### src/ipmu_consts.svh
// constants for the interrupt priority and mask unit
`ifndef IPMU_CONSTS_SVH
`define IPMU_CONSTS_SVH

// register indices; byte address is four times the index
`define IPMU_IDX_MASK   8'hdd
`define IPMU_IDX_PRIO   8'hff
`define IPMU_IDX_PEND   8'he0
`define IPMU_IDX_EVST   8'he1
`define IPMU_IDX_EVMK   8'he2
`define IPMU_ADDR_W     12

// reset values
`define IPMU_MASK_RST   8'h00
`define IPMU_PRIO_RST   8'h10
`define IPMU_PEND_RST   8'h00
`define IPMU_EV_RST     3'h0

// priority select field positions
`define IPMU_GRP_HI     7
`define IPMU_GRP_MID    4
`define IPMU_GRP_LO     1
`define IPMU_A_SWAP     0
`define IPMU_B_PAIR     2
`define IPMU_B_SWAP     3
`define IPMU_C_PAIR     5
`define IPMU_C_SWAP     6

// group order codes
`define IPMU_ORD_BCA    3'b001
`define IPMU_ORD_ABC    3'b010
`define IPMU_ORD_BAC    3'b011
`define IPMU_ORD_CAB    3'b100
`define IPMU_ORD_CBA    3'b101
`define IPMU_ORD_ACB    3'b110
`define IPMU_ORD_BAD0   3'b000
`define IPMU_ORD_BAD1   3'b111

// event status bits
`define IPMU_EV_NEWREQ  0
`define IPMU_EV_BADORD  1
`define IPMU_EV_OVERRUN 2
`define IPMU_EV_W       3

// bus responses
`define IPMU_RESP_OKAY   2'b00
`define IPMU_RESP_SLVERR 2'b10

`endif

### src/ipmu_pkg.sv
// types shared by the interrupt priority and mask unit
package ipmu_pkg;

    // interrupt level group
    typedef enum logic [1:0] {
        GRP_A = 2'b00,
        GRP_B = 2'b01,
        GRP_C = 2'b10
    } grp_t;

    typedef logic [7:0] level_vec_t;

endpackage

### src/level_resolver.sv
// combinational winner pick among eligible interrupt levels
`timescale 1ns/1ps
`default_nettype none
`include "ipmu_consts.svh"

module level_resolver
    import ipmu_pkg::*;
(
    input  wire logic [7:0] req,
    input  wire logic [7:0] prio,
    output logic            any,
    output logic [2:0]      level
);

    // ----------------------------------------------------------------
    // three-member group: one single and one pair
    // ----------------------------------------------------------------
    function automatic logic [1:0] pick3(input logic [2:0] r,
                                         input logic       pair_first,
                                         input logic       swap);
        logic [1:0] pair_w;
        pair_w = swap ? (r[2] ? 2'd2 : 2'd1) : (r[1] ? 2'd1 : 2'd2);
        if (pair_first) begin
            pick3 = (|r[2:1]) ? pair_w : 2'd0;
        end else begin
            pick3 = r[0] ? 2'd0 : pair_w;
        end
    endfunction

    // ----------------------------------------------------------------
    // winners inside each group
    // ----------------------------------------------------------------
    logic [2:0]      win_a;
    logic [2:0]      win_b;
    logic [2:0]      win_c;
    logic [2:0]      grp_any;
    logic [2:0]      code;
    logic [2:0][2:0] win_by_grp;
    grp_t            first;
    grp_t            second;
    grp_t            third;

    // level 0 vs level 1
    assign win_a = prio[`IPMU_A_SWAP] ? (req[1] ? 3'd1 : 3'd0)
                                      : (req[0] ? 3'd0 : 3'd1);
    // level 2 vs pair 3/4
    assign win_b = 3'd2 + {1'b0, pick3(req[4:2], prio[`IPMU_B_PAIR],
                                       prio[`IPMU_B_SWAP])};
    // level 5 vs pair 6/7
    assign win_c = 3'd5 + {1'b0, pick3(req[7:5], prio[`IPMU_C_PAIR],
                                       prio[`IPMU_C_SWAP])};
    assign grp_any = {|req[7:5], |req[4:2], |req[1:0]};
    assign win_by_grp = {win_c, win_b, win_a};
    assign code = {prio[`IPMU_GRP_HI], prio[`IPMU_GRP_MID],
                   prio[`IPMU_GRP_LO]};

    // ----------------------------------------------------------------
    // group order; undefined codes fall back to a fixed order
    // ----------------------------------------------------------------
    always_comb begin
        first  = GRP_A;
        second = GRP_B;
        third  = GRP_C;
        unique case (code)
            `IPMU_ORD_BCA: begin
                first = GRP_B; second = GRP_C; third = GRP_A;
            end
            `IPMU_ORD_BAC: begin
                first = GRP_B; second = GRP_A; third = GRP_C;
            end
            `IPMU_ORD_CAB: begin
                first = GRP_C; second = GRP_A; third = GRP_B;
            end
            `IPMU_ORD_CBA: begin
                first = GRP_C; second = GRP_B; third = GRP_A;
            end
            `IPMU_ORD_ACB: begin
                first = GRP_A; second = GRP_C; third = GRP_B;
            end
            `IPMU_ORD_ABC, `IPMU_ORD_BAD0, `IPMU_ORD_BAD1: begin
                first = GRP_A; second = GRP_B; third = GRP_C;
            end
        endcase
    end

    // highest ranked group with a request supplies the level
    always_comb begin
        any   = |grp_any;
        level = 3'd0;
        if (grp_any[first]) begin
            level = win_by_grp[first];
        end else if (grp_any[second]) begin
            level = win_by_grp[second];
        end else if (grp_any[third]) begin
            level = win_by_grp[third];
        end
    end

endmodule
`default_nettype wire

### src/interrupt_priority_mask_unit.sv
// eight-level interrupt priority and mask unit with its register slave
//
// The AXI4-Lite slave port was decided locally.
`timescale 1ns/1ps
`default_nettype none
`include "ipmu_consts.svh"

module interrupt_priority_mask_unit
    import ipmu_pkg::*;
(
    input  wire logic [11:0] awaddr,
    input  wire logic        aclk,
    input  wire logic        aresetn,
    input  wire logic        awvalid,
    output logic             awready,
    input  wire logic [31:0] wdata,
    input  wire logic [3:0]  wstrb,
    input  wire logic        wvalid,
    output logic             wready,
    output logic [1:0]       bresp,
    output logic             bvalid,
    input  wire logic        bready,
    input  wire logic [11:0] araddr,
    input  wire logic        arvalid,
    output logic             arready,
    output logic [31:0]      rdata,
    output logic [1:0]       rresp,
    output logic             rvalid,
    input  wire logic        rready,
    input  wire logic [7:0]  req_in,
    input  wire logic        cpu_ack,
    input  wire logic [2:0]  cpu_ack_level,
    output logic             irq_valid,
    output logic [2:0]       irq_level,
    output logic             irq
);

    // ----------------------------------------------------------------
    // register byte addresses
    // ----------------------------------------------------------------
    localparam logic [11:0] A_MASK = {2'b00, `IPMU_IDX_MASK, 2'b00};
    localparam logic [11:0] A_PRIO = {2'b00, `IPMU_IDX_PRIO, 2'b00};
    localparam logic [11:0] A_PEND = {2'b00, `IPMU_IDX_PEND, 2'b00};
    localparam logic [11:0] A_EVST = {2'b00, `IPMU_IDX_EVST, 2'b00};
    localparam logic [11:0] A_EVMK = {2'b00, `IPMU_IDX_EVMK, 2'b00};

    // one-hot select: {evmk, evst, pend, prio, mask}
    function automatic logic [4:0] sel_of(input logic [11:0] a);
        sel_of = {a == A_EVMK, a == A_EVST, a == A_PEND,
                  a == A_PRIO, a == A_MASK};
    endfunction

    // ----------------------------------------------------------------
    // state
    // ----------------------------------------------------------------
    logic                  aw_held_q;
    logic [11:0]           aw_addr_q;
    logic                  w_held_q;
    logic [7:0]            w_data_q;
    logic                  w_strb_q;
    logic                  bvalid_q;
    logic [1:0]            bresp_q;
    logic                  rvalid_q;
    logic [1:0]            rresp_q;
    logic [31:0]           rdata_q;
    logic [7:0]            mask_q;
    logic [7:0]            prio_q;
    level_vec_t            pend_q;
    logic [`IPMU_EV_W-1:0] evst_q;
    logic [`IPMU_EV_W-1:0] evst_d;
    logic [`IPMU_EV_W-1:0] evmk_q;
    logic                  irq_q;
    logic                  irq_valid_q;
    logic [2:0]            irq_level_q;
    logic [7:0]            elig_prev_q;

    // ----------------------------------------------------------------
    // bus decode
    // ----------------------------------------------------------------
    logic        wr_fire;
    logic [4:0]  wsel;
    logic        wr_ok;
    logic        wr_lane;
    logic        rd_fire;
    logic [4:0]  rsel;
    logic [7:0]  rd_byte;
    logic [2:0]  wr_code;
    logic        wr_bad_code;
    logic [7:0]  elig;
    logic        res_any;
    logic [2:0]  res_level;
    logic [7:0]  ack_vec;
    logic [`IPMU_EV_W-1:0] ev_set;
    logic [`IPMU_EV_W-1:0] ev_clr;

    // address and data may arrive in either order; hold until both
    assign awready = !aw_held_q && !bvalid_q;
    assign wready  = !w_held_q && !bvalid_q;
    assign wr_fire = aw_held_q && w_held_q;
    assign wsel    = sel_of(aw_addr_q);
    assign wr_ok   = |wsel;
    assign wr_lane = wr_fire && w_strb_q;
    assign arready = !rvalid_q;
    assign rd_fire = arvalid && arready;
    assign rsel    = sel_of(araddr);

    // read data mux, low byte only, upper bits read zero
    assign rd_byte = ({8{rsel[0]}} & mask_q)
                   | ({8{rsel[1]}} & prio_q)
                   | ({8{rsel[2]}} & pend_q)
                   | ({8{rsel[3]}} & {5'b0_0000, evst_q})
                   | ({8{rsel[4]}} & {5'b0_0000, evmk_q});

    assign bvalid = bvalid_q;
    assign bresp  = bresp_q;
    assign rvalid = rvalid_q;
    assign rresp  = rresp_q;
    assign rdata  = rdata_q;

    // ----------------------------------------------------------------
    // write channel capture and response
    // ----------------------------------------------------------------
    always_ff @(posedge aclk) begin
        if (!aresetn) begin
            aw_held_q <= 1'b0;
            aw_addr_q <= 12'h000;
        end else if (awvalid && awready) begin
            aw_held_q <= 1'b1;
            aw_addr_q <= awaddr;
        end else if (wr_fire) begin
            aw_held_q <= 1'b0;
        end
    end

    always_ff @(posedge aclk) begin
        if (!aresetn) begin
            w_held_q <= 1'b0;
            w_data_q <= 8'h00;
            w_strb_q <= 1'b0;
        end else if (wvalid && wready) begin
            w_held_q <= 1'b1;
            w_data_q <= wdata[7:0];
            w_strb_q <= wstrb[0];
        end else if (wr_fire) begin
            w_held_q <= 1'b0;
        end
    end

    // unmapped address answers slverr and changes nothing
    always_ff @(posedge aclk) begin
        if (!aresetn) begin
            bvalid_q <= 1'b0;
            bresp_q  <= `IPMU_RESP_OKAY;
        end else if (wr_fire) begin
            bvalid_q <= 1'b1;
            bresp_q  <= wr_ok ? `IPMU_RESP_OKAY : `IPMU_RESP_SLVERR;
        end else if (bready) begin
            bvalid_q <= 1'b0;
        end
    end

    // ----------------------------------------------------------------
    // read channel: one cycle after the address is taken
    // ----------------------------------------------------------------
    always_ff @(posedge aclk) begin
        if (!aresetn) begin
            rvalid_q <= 1'b0;
            rresp_q  <= `IPMU_RESP_OKAY;
            rdata_q  <= 32'h0000_0000;
        end else if (rd_fire) begin
            rvalid_q <= 1'b1;
            rresp_q  <= (|rsel) ? `IPMU_RESP_OKAY : `IPMU_RESP_SLVERR;
            rdata_q  <= {24'h00_0000, rd_byte};
        end else if (rready) begin
            rvalid_q <= 1'b0;
        end
    end

    // ----------------------------------------------------------------
    // mask and priority select; pending has no write path
    // ----------------------------------------------------------------
    // defined reset value: all levels masked until software opens them
    always_ff @(posedge aclk) begin
        if (!aresetn) begin
            mask_q <= `IPMU_MASK_RST;
        end else if (wr_lane && wsel[0]) begin
            mask_q <= w_data_q;
        end
    end

    always_ff @(posedge aclk) begin
        if (!aresetn) begin
            prio_q <= `IPMU_PRIO_RST;
        end else if (wr_lane && wsel[1]) begin
            prio_q <= w_data_q;
        end
    end

    // an illegal group code is accepted but flagged to software
    assign wr_code = {w_data_q[`IPMU_GRP_HI], w_data_q[`IPMU_GRP_MID],
                      w_data_q[`IPMU_GRP_LO]};
    assign wr_bad_code = wr_lane && wsel[1]
                      && (wr_code == `IPMU_ORD_BAD0
                          || wr_code == `IPMU_ORD_BAD1);

    // ----------------------------------------------------------------
    // pending bits: set by a source pulse, cleared by cpu acknowledge
    // ----------------------------------------------------------------
    assign ack_vec = cpu_ack ? (8'h01 << cpu_ack_level) : 8'h00;

    genvar k;
    generate
        for (k = 0; k < 8; k++) begin : g_pend
            // a request in the ack cycle keeps the bit set
            always_ff @(posedge aclk) begin
                if (!aresetn) begin
                    pend_q[k] <= 1'(`IPMU_PEND_RST >> k);
                end else begin
                    pend_q[k] <= req_in[k] | (pend_q[k] & ~ack_vec[k]);
                end
            end
        end
    endgenerate

    // ----------------------------------------------------------------
    // winner selection towards the cpu
    // ----------------------------------------------------------------
    assign elig = pend_q & mask_q;

    level_resolver u_resolver (
        .req   (elig),
        .prio  (prio_q),
        .any   (res_any),
        .level (res_level)
    );

    // registered so the cpu sees a stable level for a whole cycle
    always_ff @(posedge aclk) begin
        if (!aresetn) begin
            irq_valid_q <= 1'b0;
            irq_level_q <= 3'd0;
            elig_prev_q <= 8'h00;
        end else begin
            irq_valid_q <= res_any;
            irq_level_q <= res_level;
            elig_prev_q <= elig;
        end
    end

    assign irq_valid = irq_valid_q;
    assign irq_level = irq_level_q;

    // ----------------------------------------------------------------
    // event status, write one to clear, set wins over clear
    // ----------------------------------------------------------------
    assign ev_set = {|(req_in & pend_q & ~ack_vec), wr_bad_code,
                     |(req_in & ~pend_q)};
    assign ev_clr = (wr_lane && wsel[3]) ? w_data_q[`IPMU_EV_W-1:0]
                                         : 3'h0;
    assign evst_d = (evst_q & ~ev_clr) | ev_set;

    always_ff @(posedge aclk) begin
        if (!aresetn) begin
            evst_q <= `IPMU_EV_RST;
            evmk_q <= `IPMU_EV_RST;
            irq_q  <= 1'b0;
        end else begin
            evst_q <= evst_d;
            if (wr_lane && wsel[4]) begin
                evmk_q <= w_data_q[`IPMU_EV_W-1:0];
            end
            irq_q <= |(evst_d & (wr_lane && wsel[4]
                      ? w_data_q[`IPMU_EV_W-1:0] : evmk_q));
        end
    end

    assign irq = irq_q;

    // ----------------------------------------------------------------
    // checks
    // ----------------------------------------------------------------
    chk_masked_not_shown: assert property (
        @(posedge aclk) disable iff (!aresetn)
        irq_valid_q |-> elig_prev_q[irq_level_q])
        else $error("presented level was not pending and unmasked");

    chk_mask_write_stores: assert property (
        @(posedge aclk) disable iff (!aresetn)
        (wr_lane && wsel[0]) |=> mask_q == $past(w_data_q))
        else $error("mask register did not take written value");

    chk_group_a_first: assert property (
        @(posedge aclk) disable iff (!aresetn)
        (prio_q[7] == 1'b0 && prio_q[4] && !prio_q[1] && |elig[1:0])
        |=> irq_valid_q && irq_level_q <= 3'd1)
        else $error("group a not first under order a b c");

    chk_order_c_b_a: assert property (
        @(posedge aclk) disable iff (!aresetn)
        (prio_q[7] && !prio_q[4] && prio_q[1] && |elig[7:5])
        |=> irq_level_q >= 3'd5)
        else $error("group c not first under order c b a");

    chk_order_b_a_c: assert property (
        @(posedge aclk) disable iff (!aresetn)
        (!prio_q[7] && prio_q[4] && prio_q[1] && elig[1:0] != 2'b00
         && elig[4:2] == 3'b000)
        ##1 irq_valid_q |-> irq_level_q <= 3'd1)
        else $error("group a not above c under order b a c");

    chk_a_swap_order: assert property (
        @(posedge aclk) disable iff (!aresetn)
        (!prio_q[7] && prio_q[4] && !prio_q[1] && elig[1:0] == 2'b11)
        |=> irq_level_q == ($past(prio_q[0]) ? 3'd1 : 3'd0))
        else $error("group a member order wrong");

    chk_b_pair_order: assert property (
        @(posedge aclk) disable iff (!aresetn)
        (!prio_q[7] && !prio_q[4] && prio_q[1] && elig[4:2] == 3'b111)
        |=> irq_level_q == (!$past(prio_q[2]) ? 3'd2 :
                            $past(prio_q[3]) ? 3'd4 : 3'd3))
        else $error("group b member order wrong");

    chk_c_pair_order: assert property (
        @(posedge aclk) disable iff (!aresetn)
        (prio_q[7] && !prio_q[4] && !prio_q[1] && elig[7:5] == 3'b111)
        |=> irq_level_q == (!$past(prio_q[5]) ? 3'd5 :
                            $past(prio_q[6]) ? 3'd7 : 3'd6))
        else $error("group c member order wrong");

    chk_pending_sets: assert property (
        @(posedge aclk) disable iff (!aresetn)
        (|req_in) |=> (pend_q & $past(req_in)) == $past(req_in))
        else $error("request pulse did not set pending bit");

    chk_valid_follows: assert property (
        @(posedge aclk) disable iff (!aresetn)
        (elig == 8'h00) [*2] |-> !irq_valid_q)
        else $error("request presented with nothing eligible");

endmodule
`default_nettype wire

### config.mk
export PLATFORM = sky130hd
export DESIGN_NAME = interrupt_priority_mask_unit
export DESIGN_NICKNAME = d
export VERILOG_FILES = /design/src/ipmu_pkg.sv /design/src/level_resolver.sv /design/src/interrupt_priority_mask_unit.sv
export VERILOG_INCLUDE_DIRS = /design/src
export SDC_FILE = /design/constraint.sdc
export NUM_CORES = 1
export LEC_CHECK = 0
export ABC_AREA = 1
export BUFFER_PORTS_ARGS = -buffer_cell sky130_fd_sc_hd__clkbuf_2
export CORE_MARGIN = 4
export CORE_UTILIZATION = 55
export DETAILED_ROUTE_END_ITERATION = 10
export PLACE_DENSITY_LB_ADDON = 0.15
export SYNTH_ARGS = -nofsm -noshare
export SYNTH_HDL_FRONTEND = slang
export SYNTH_SLANG_ARGS = --single-unit
### constraint.sdc
create_clock -name aclk -period 2.3 [get_ports aclk]
set_input_delay 0.46 -clock aclk [delete_from_list [all_inputs] [get_ports aclk]]
set_output_delay 0.46 -clock aclk [all_outputs]
set_load 0.02 [all_outputs]
==> results by group <==
Power
  • Cell-internal power: 2.00 mW
  • Comb pwr share: 0.131
  • Clk network pwr share: 0.355
  • Tot Pwr: 2.78 mW
  • Max VDD drop: 0.401 mV
  • Sw Ratio: 0.279
  • Psw: 0.776 mW
  • Pwr dens: 609 nW/µm²
  • Pleak: 2.20 nW
  • Flop pwr share: 0.514

Yosys
  • Ys async rst share: 0
  • Post-synthesis register bit count: 76
  • Syn Area/Cell: 6.76 µm²
  • Yosys warnings: 0
  • Primary FF master, synth: dfxtp_1
  • Cell Area, Synth: 4000 µm²
  • Post-synth cell types: 33
  • Post-synth EDFFs: 0
  • Cells after Synth: 592
  • Sequential fraction of the synthesis area: 0.380

Worst setup path
  • Setup crit start kind: flip-flop
  • Cell count of the worst reg-to-reg path: 12
  • CP endpoint kind: flip-flop
  • Critical Path AT: 1.94 ns
  • Crit-path cells: nand2_1, nand2_1, o21ai_1, nand3_1, inv_1, ha_1, nand2_1, nand2_1, nand2_1, nand2_1, nor2_1, nor2_1
  • R2R Setup Slk: 0.61 ns
  • Crit-path most repeated cell: nand2_1
  • CP Class: reg2reg
  • Required @ worst endpoint: 2.55 ns
  • Reg2reg start: pend_q[7]
  • Max incr delay on CP: 0.40 ns
  • Crit path max fanout: 4
  • R2R Path End: irq_level[1]
  • CP max-delay cell: dfxtp_1

STA
  • Final Cycle Share: 0.735
  • Max Slew Vio Count: 0
  • Pin slew with the least headroom to its limit: 0.718 ns
  • Fin crit period: 1.69 ns
  • Clk_skew: 0.00835 ns
  • Worst slew margin: 0.521
  • Final Hold Vio Count: 0
  • Setup TNS: 0 ns
  • Max Freq: 592 MHz
  • Worst Slack Setup Final: 0.610 ns
  • RSZ-0062 raised after global routing: false
  • Final setup viols: 0

Floorplanning
  • Starting Density: 0.577
  • Die ar.: 8710 µm²
  • # IOs: 125
  • Die Span Y: 93.3 µm
  • Die X: 93.3 µm
  • Core Rows: 30
  • Area of the core: 6940 µm²

Detailed routing
  • Pre-Repair DR Iteration Count: 5
  • Vias: 3,899
  • Post-DRT Antenna Nets: 0
  • DRC: 0
  • Initial DRC Count: 294
  • Vias per cell: 5.08
  • Wire per inst: 12.4 µm
  • Final wirelength: 9480 µm

Cells and area
  • Layout cells sized above 1: 0.192
  • FILL cells: 666
  • Design area: 4560 µm²
  • N_diodes: 0
  • Nets@finish: 746
  • P&R area growth vs syn: 13.8%

GRT
  • Grt total ovfl: 0
  • Initial antenna violation count: 0
  • Total GRT Usage: 0.219
  • First-pass GRT wire length: 15,300 µm
  • Number of global-route vias before repair: 3,399
  • Largest net degree at the start of global routing: 31

Outcome
  • Status: finished clean

Clocking
  • Clock transition at the registers of the reported paths: 0.08 ns
  • CTS buffer count: 9
  • Skew-Pair Late Insertion Delay: 0.35 ns
  • Sinks on the clock net: 76
  • # H-tree levels: 3
  • Post-CTS Setup Inserts: 0
  • Largest buffer count on any clock path: 2
  • CTS root buffer: clkbuf_8
  • Post_cts resized: 0
  • CTS tree: built
  • Cts-stage hold buffer count: 0

Worst hold path
  • Hold Path Origin: bready
  • Min-Delay Path Class: in2reg
  • WHS Endpoint: bvalid
  • Hold Path Cell Cnt: 4

Place
  • Placed Area: 4370 µm²
  • Gpl congestion: 0.931
  • DP Worst Slack: 0.609 ns
  • IO Port Bufs: 71
  • Detailed Place HPWL: 7480 µm

Job
  • Max cap viols: 0
## worst max-delay path: cells and delay by family, from the launching register on
family	cells	cell delay (ns)
AOI/OAI and AO/OA	1	0.08
adders and majority gates	1	0.33
buffers and inverters	1	0.07
DFF	1	0.40
and+or+nand+nor	9	0.71
## registers in the layout, summed over array words and instances (netlist names), 2 cells and up
| register | cells |
|---|---|
| mask_q | 8 |
| evmk_q | 3 |
| u_resolver.third | 2 |
| evst_q | 3 |
| w_data_q | 8 |
| pend_q | 8 |
| aw_addr_q | 12 |
| rdata | 8 |
| u_resolver.first | 2 |
| u_resolver.second | 2 |
| irq_level | 3 |
| prio_q | 8 |
## kinds of logic (layout without fill, tap and decap cells)
family / after synthesis / count (layout) / share of synthesized area
AOI/OAI and AO/OA: 114 / 114 / 0.147
and+or+nand+nor: 291 / 291 / 0.340
adders and majority gates: 1 / 1 / 0.00312
DFF: 76 / 76 / 0.380
buffers and inverters: 109 / 163 / 0.129
other: 1 / 26 / 0.000937
## per-layer routing
metal	routed length, µm	vias to the layer above	share of wire	GRT usage
li1	-	2014	-	-
met2	4370	155	0.46	0.350
met3	809	17	0.085	0.0467
met5	0	-	0	0
met4	161	0	0.017	0.0733
met1	4140	1713	0.44	0.292
## metrics by stage
step / instances / hold WS (ns) / util
2_1_floorplan: 617 / 0.441 / -
3_3_place_gp: 751 / 0.457 / 0.629
6_report: 767 / 0.353 / 0.656
4_1_cts: 767 / 0.339 / 0.656
3_5_place_dp: 751 / 0.456 / 0.629
5_1_grt: 767 / 0.360 / 0.656
## synthesized netlist by cell type (6+ instances only)
library cell | count | area share
nor2_4 | 6 | 0.017
nand2_1 | 133 | 0.12
dfxtp_1 | 76 | 0.38
nand3_1 | 58 | 0.073
a31oi_1 | 6 | 0.0094
inv_2 | 6 | 0.0056
inv_1 | 62 | 0.058
a21oi_1 | 53 | 0.066
buf_4 | 26 | 0.049
o21ai_0 | 44 | 0.055
clkbuf_1 | 11 | 0.010
nand4_1 | 7 | 0.011
nor2_2 | 11 | 0.017
o21ai_1 | 6 | 0.0075
nor2_1 | 60 | 0.056
## final cells by class
class	count	area [µm²]	share of cell area
multi-input combinational	432	2060	0.452
sequential	76	1520	0.334
timing repair buffer	77	400	0.0878
inverter	70	264	0.0579
clock buffer	10	128	0.0280
tap	96	120	0.0264
clock inverter	6	65.1	0.0143
## layout by cell type (no fill, tap or decap), types with 2 or more instances in the layout
cell	n
clkbuf_2	71
nor3_1	3
nor2_2	11
inv_1	62
nand3_4	3
inv_2	6
nor2_4	6
clkinv_4	2
o21ai_1	6
a31oi_1	6
o22ai_1	2
nand3_1	58
clkbuf_8	9
buf_4	6
nand4_1	7
nand2_2	5
dfxtp_1	76
nand2_1	133
conb_1	26
nor2_1	60
a21oi_1	53
clkinv_2	3
o21ai_0	44
## power by group through the flow
stage	clock (mW)	combinational (mW)	sequential [mW]
floorplan	0	0.259	1.46
global placement	0	0.353	1.46
detailed placement	0	0.361	1.46
CTS	1.01	0.362	1.43
global route	1.06	0.407	1.44
finish	0.986	0.363	1.43
## worst max path at each step
stage	start	end	slack (ns)	cells after the start
4_1_cts	pend_q[7]	irq_level[1]	0.63	12
2_1_floorplan	pend_q[6]	irq_level[1]	0.85	11
5_1_grt	pend_q[7]	irq_level[1]	0.45	10
6_report	pend_q[7]	irq_level[1]	0.61	12
3_3_place_gp	pend_q[6]	irq_level[1]	0.68	11
3_5_place_dp	araddr[11]	rdata[1]	0.61	10
Note: power is estimated with default switching activity, not from simulation.
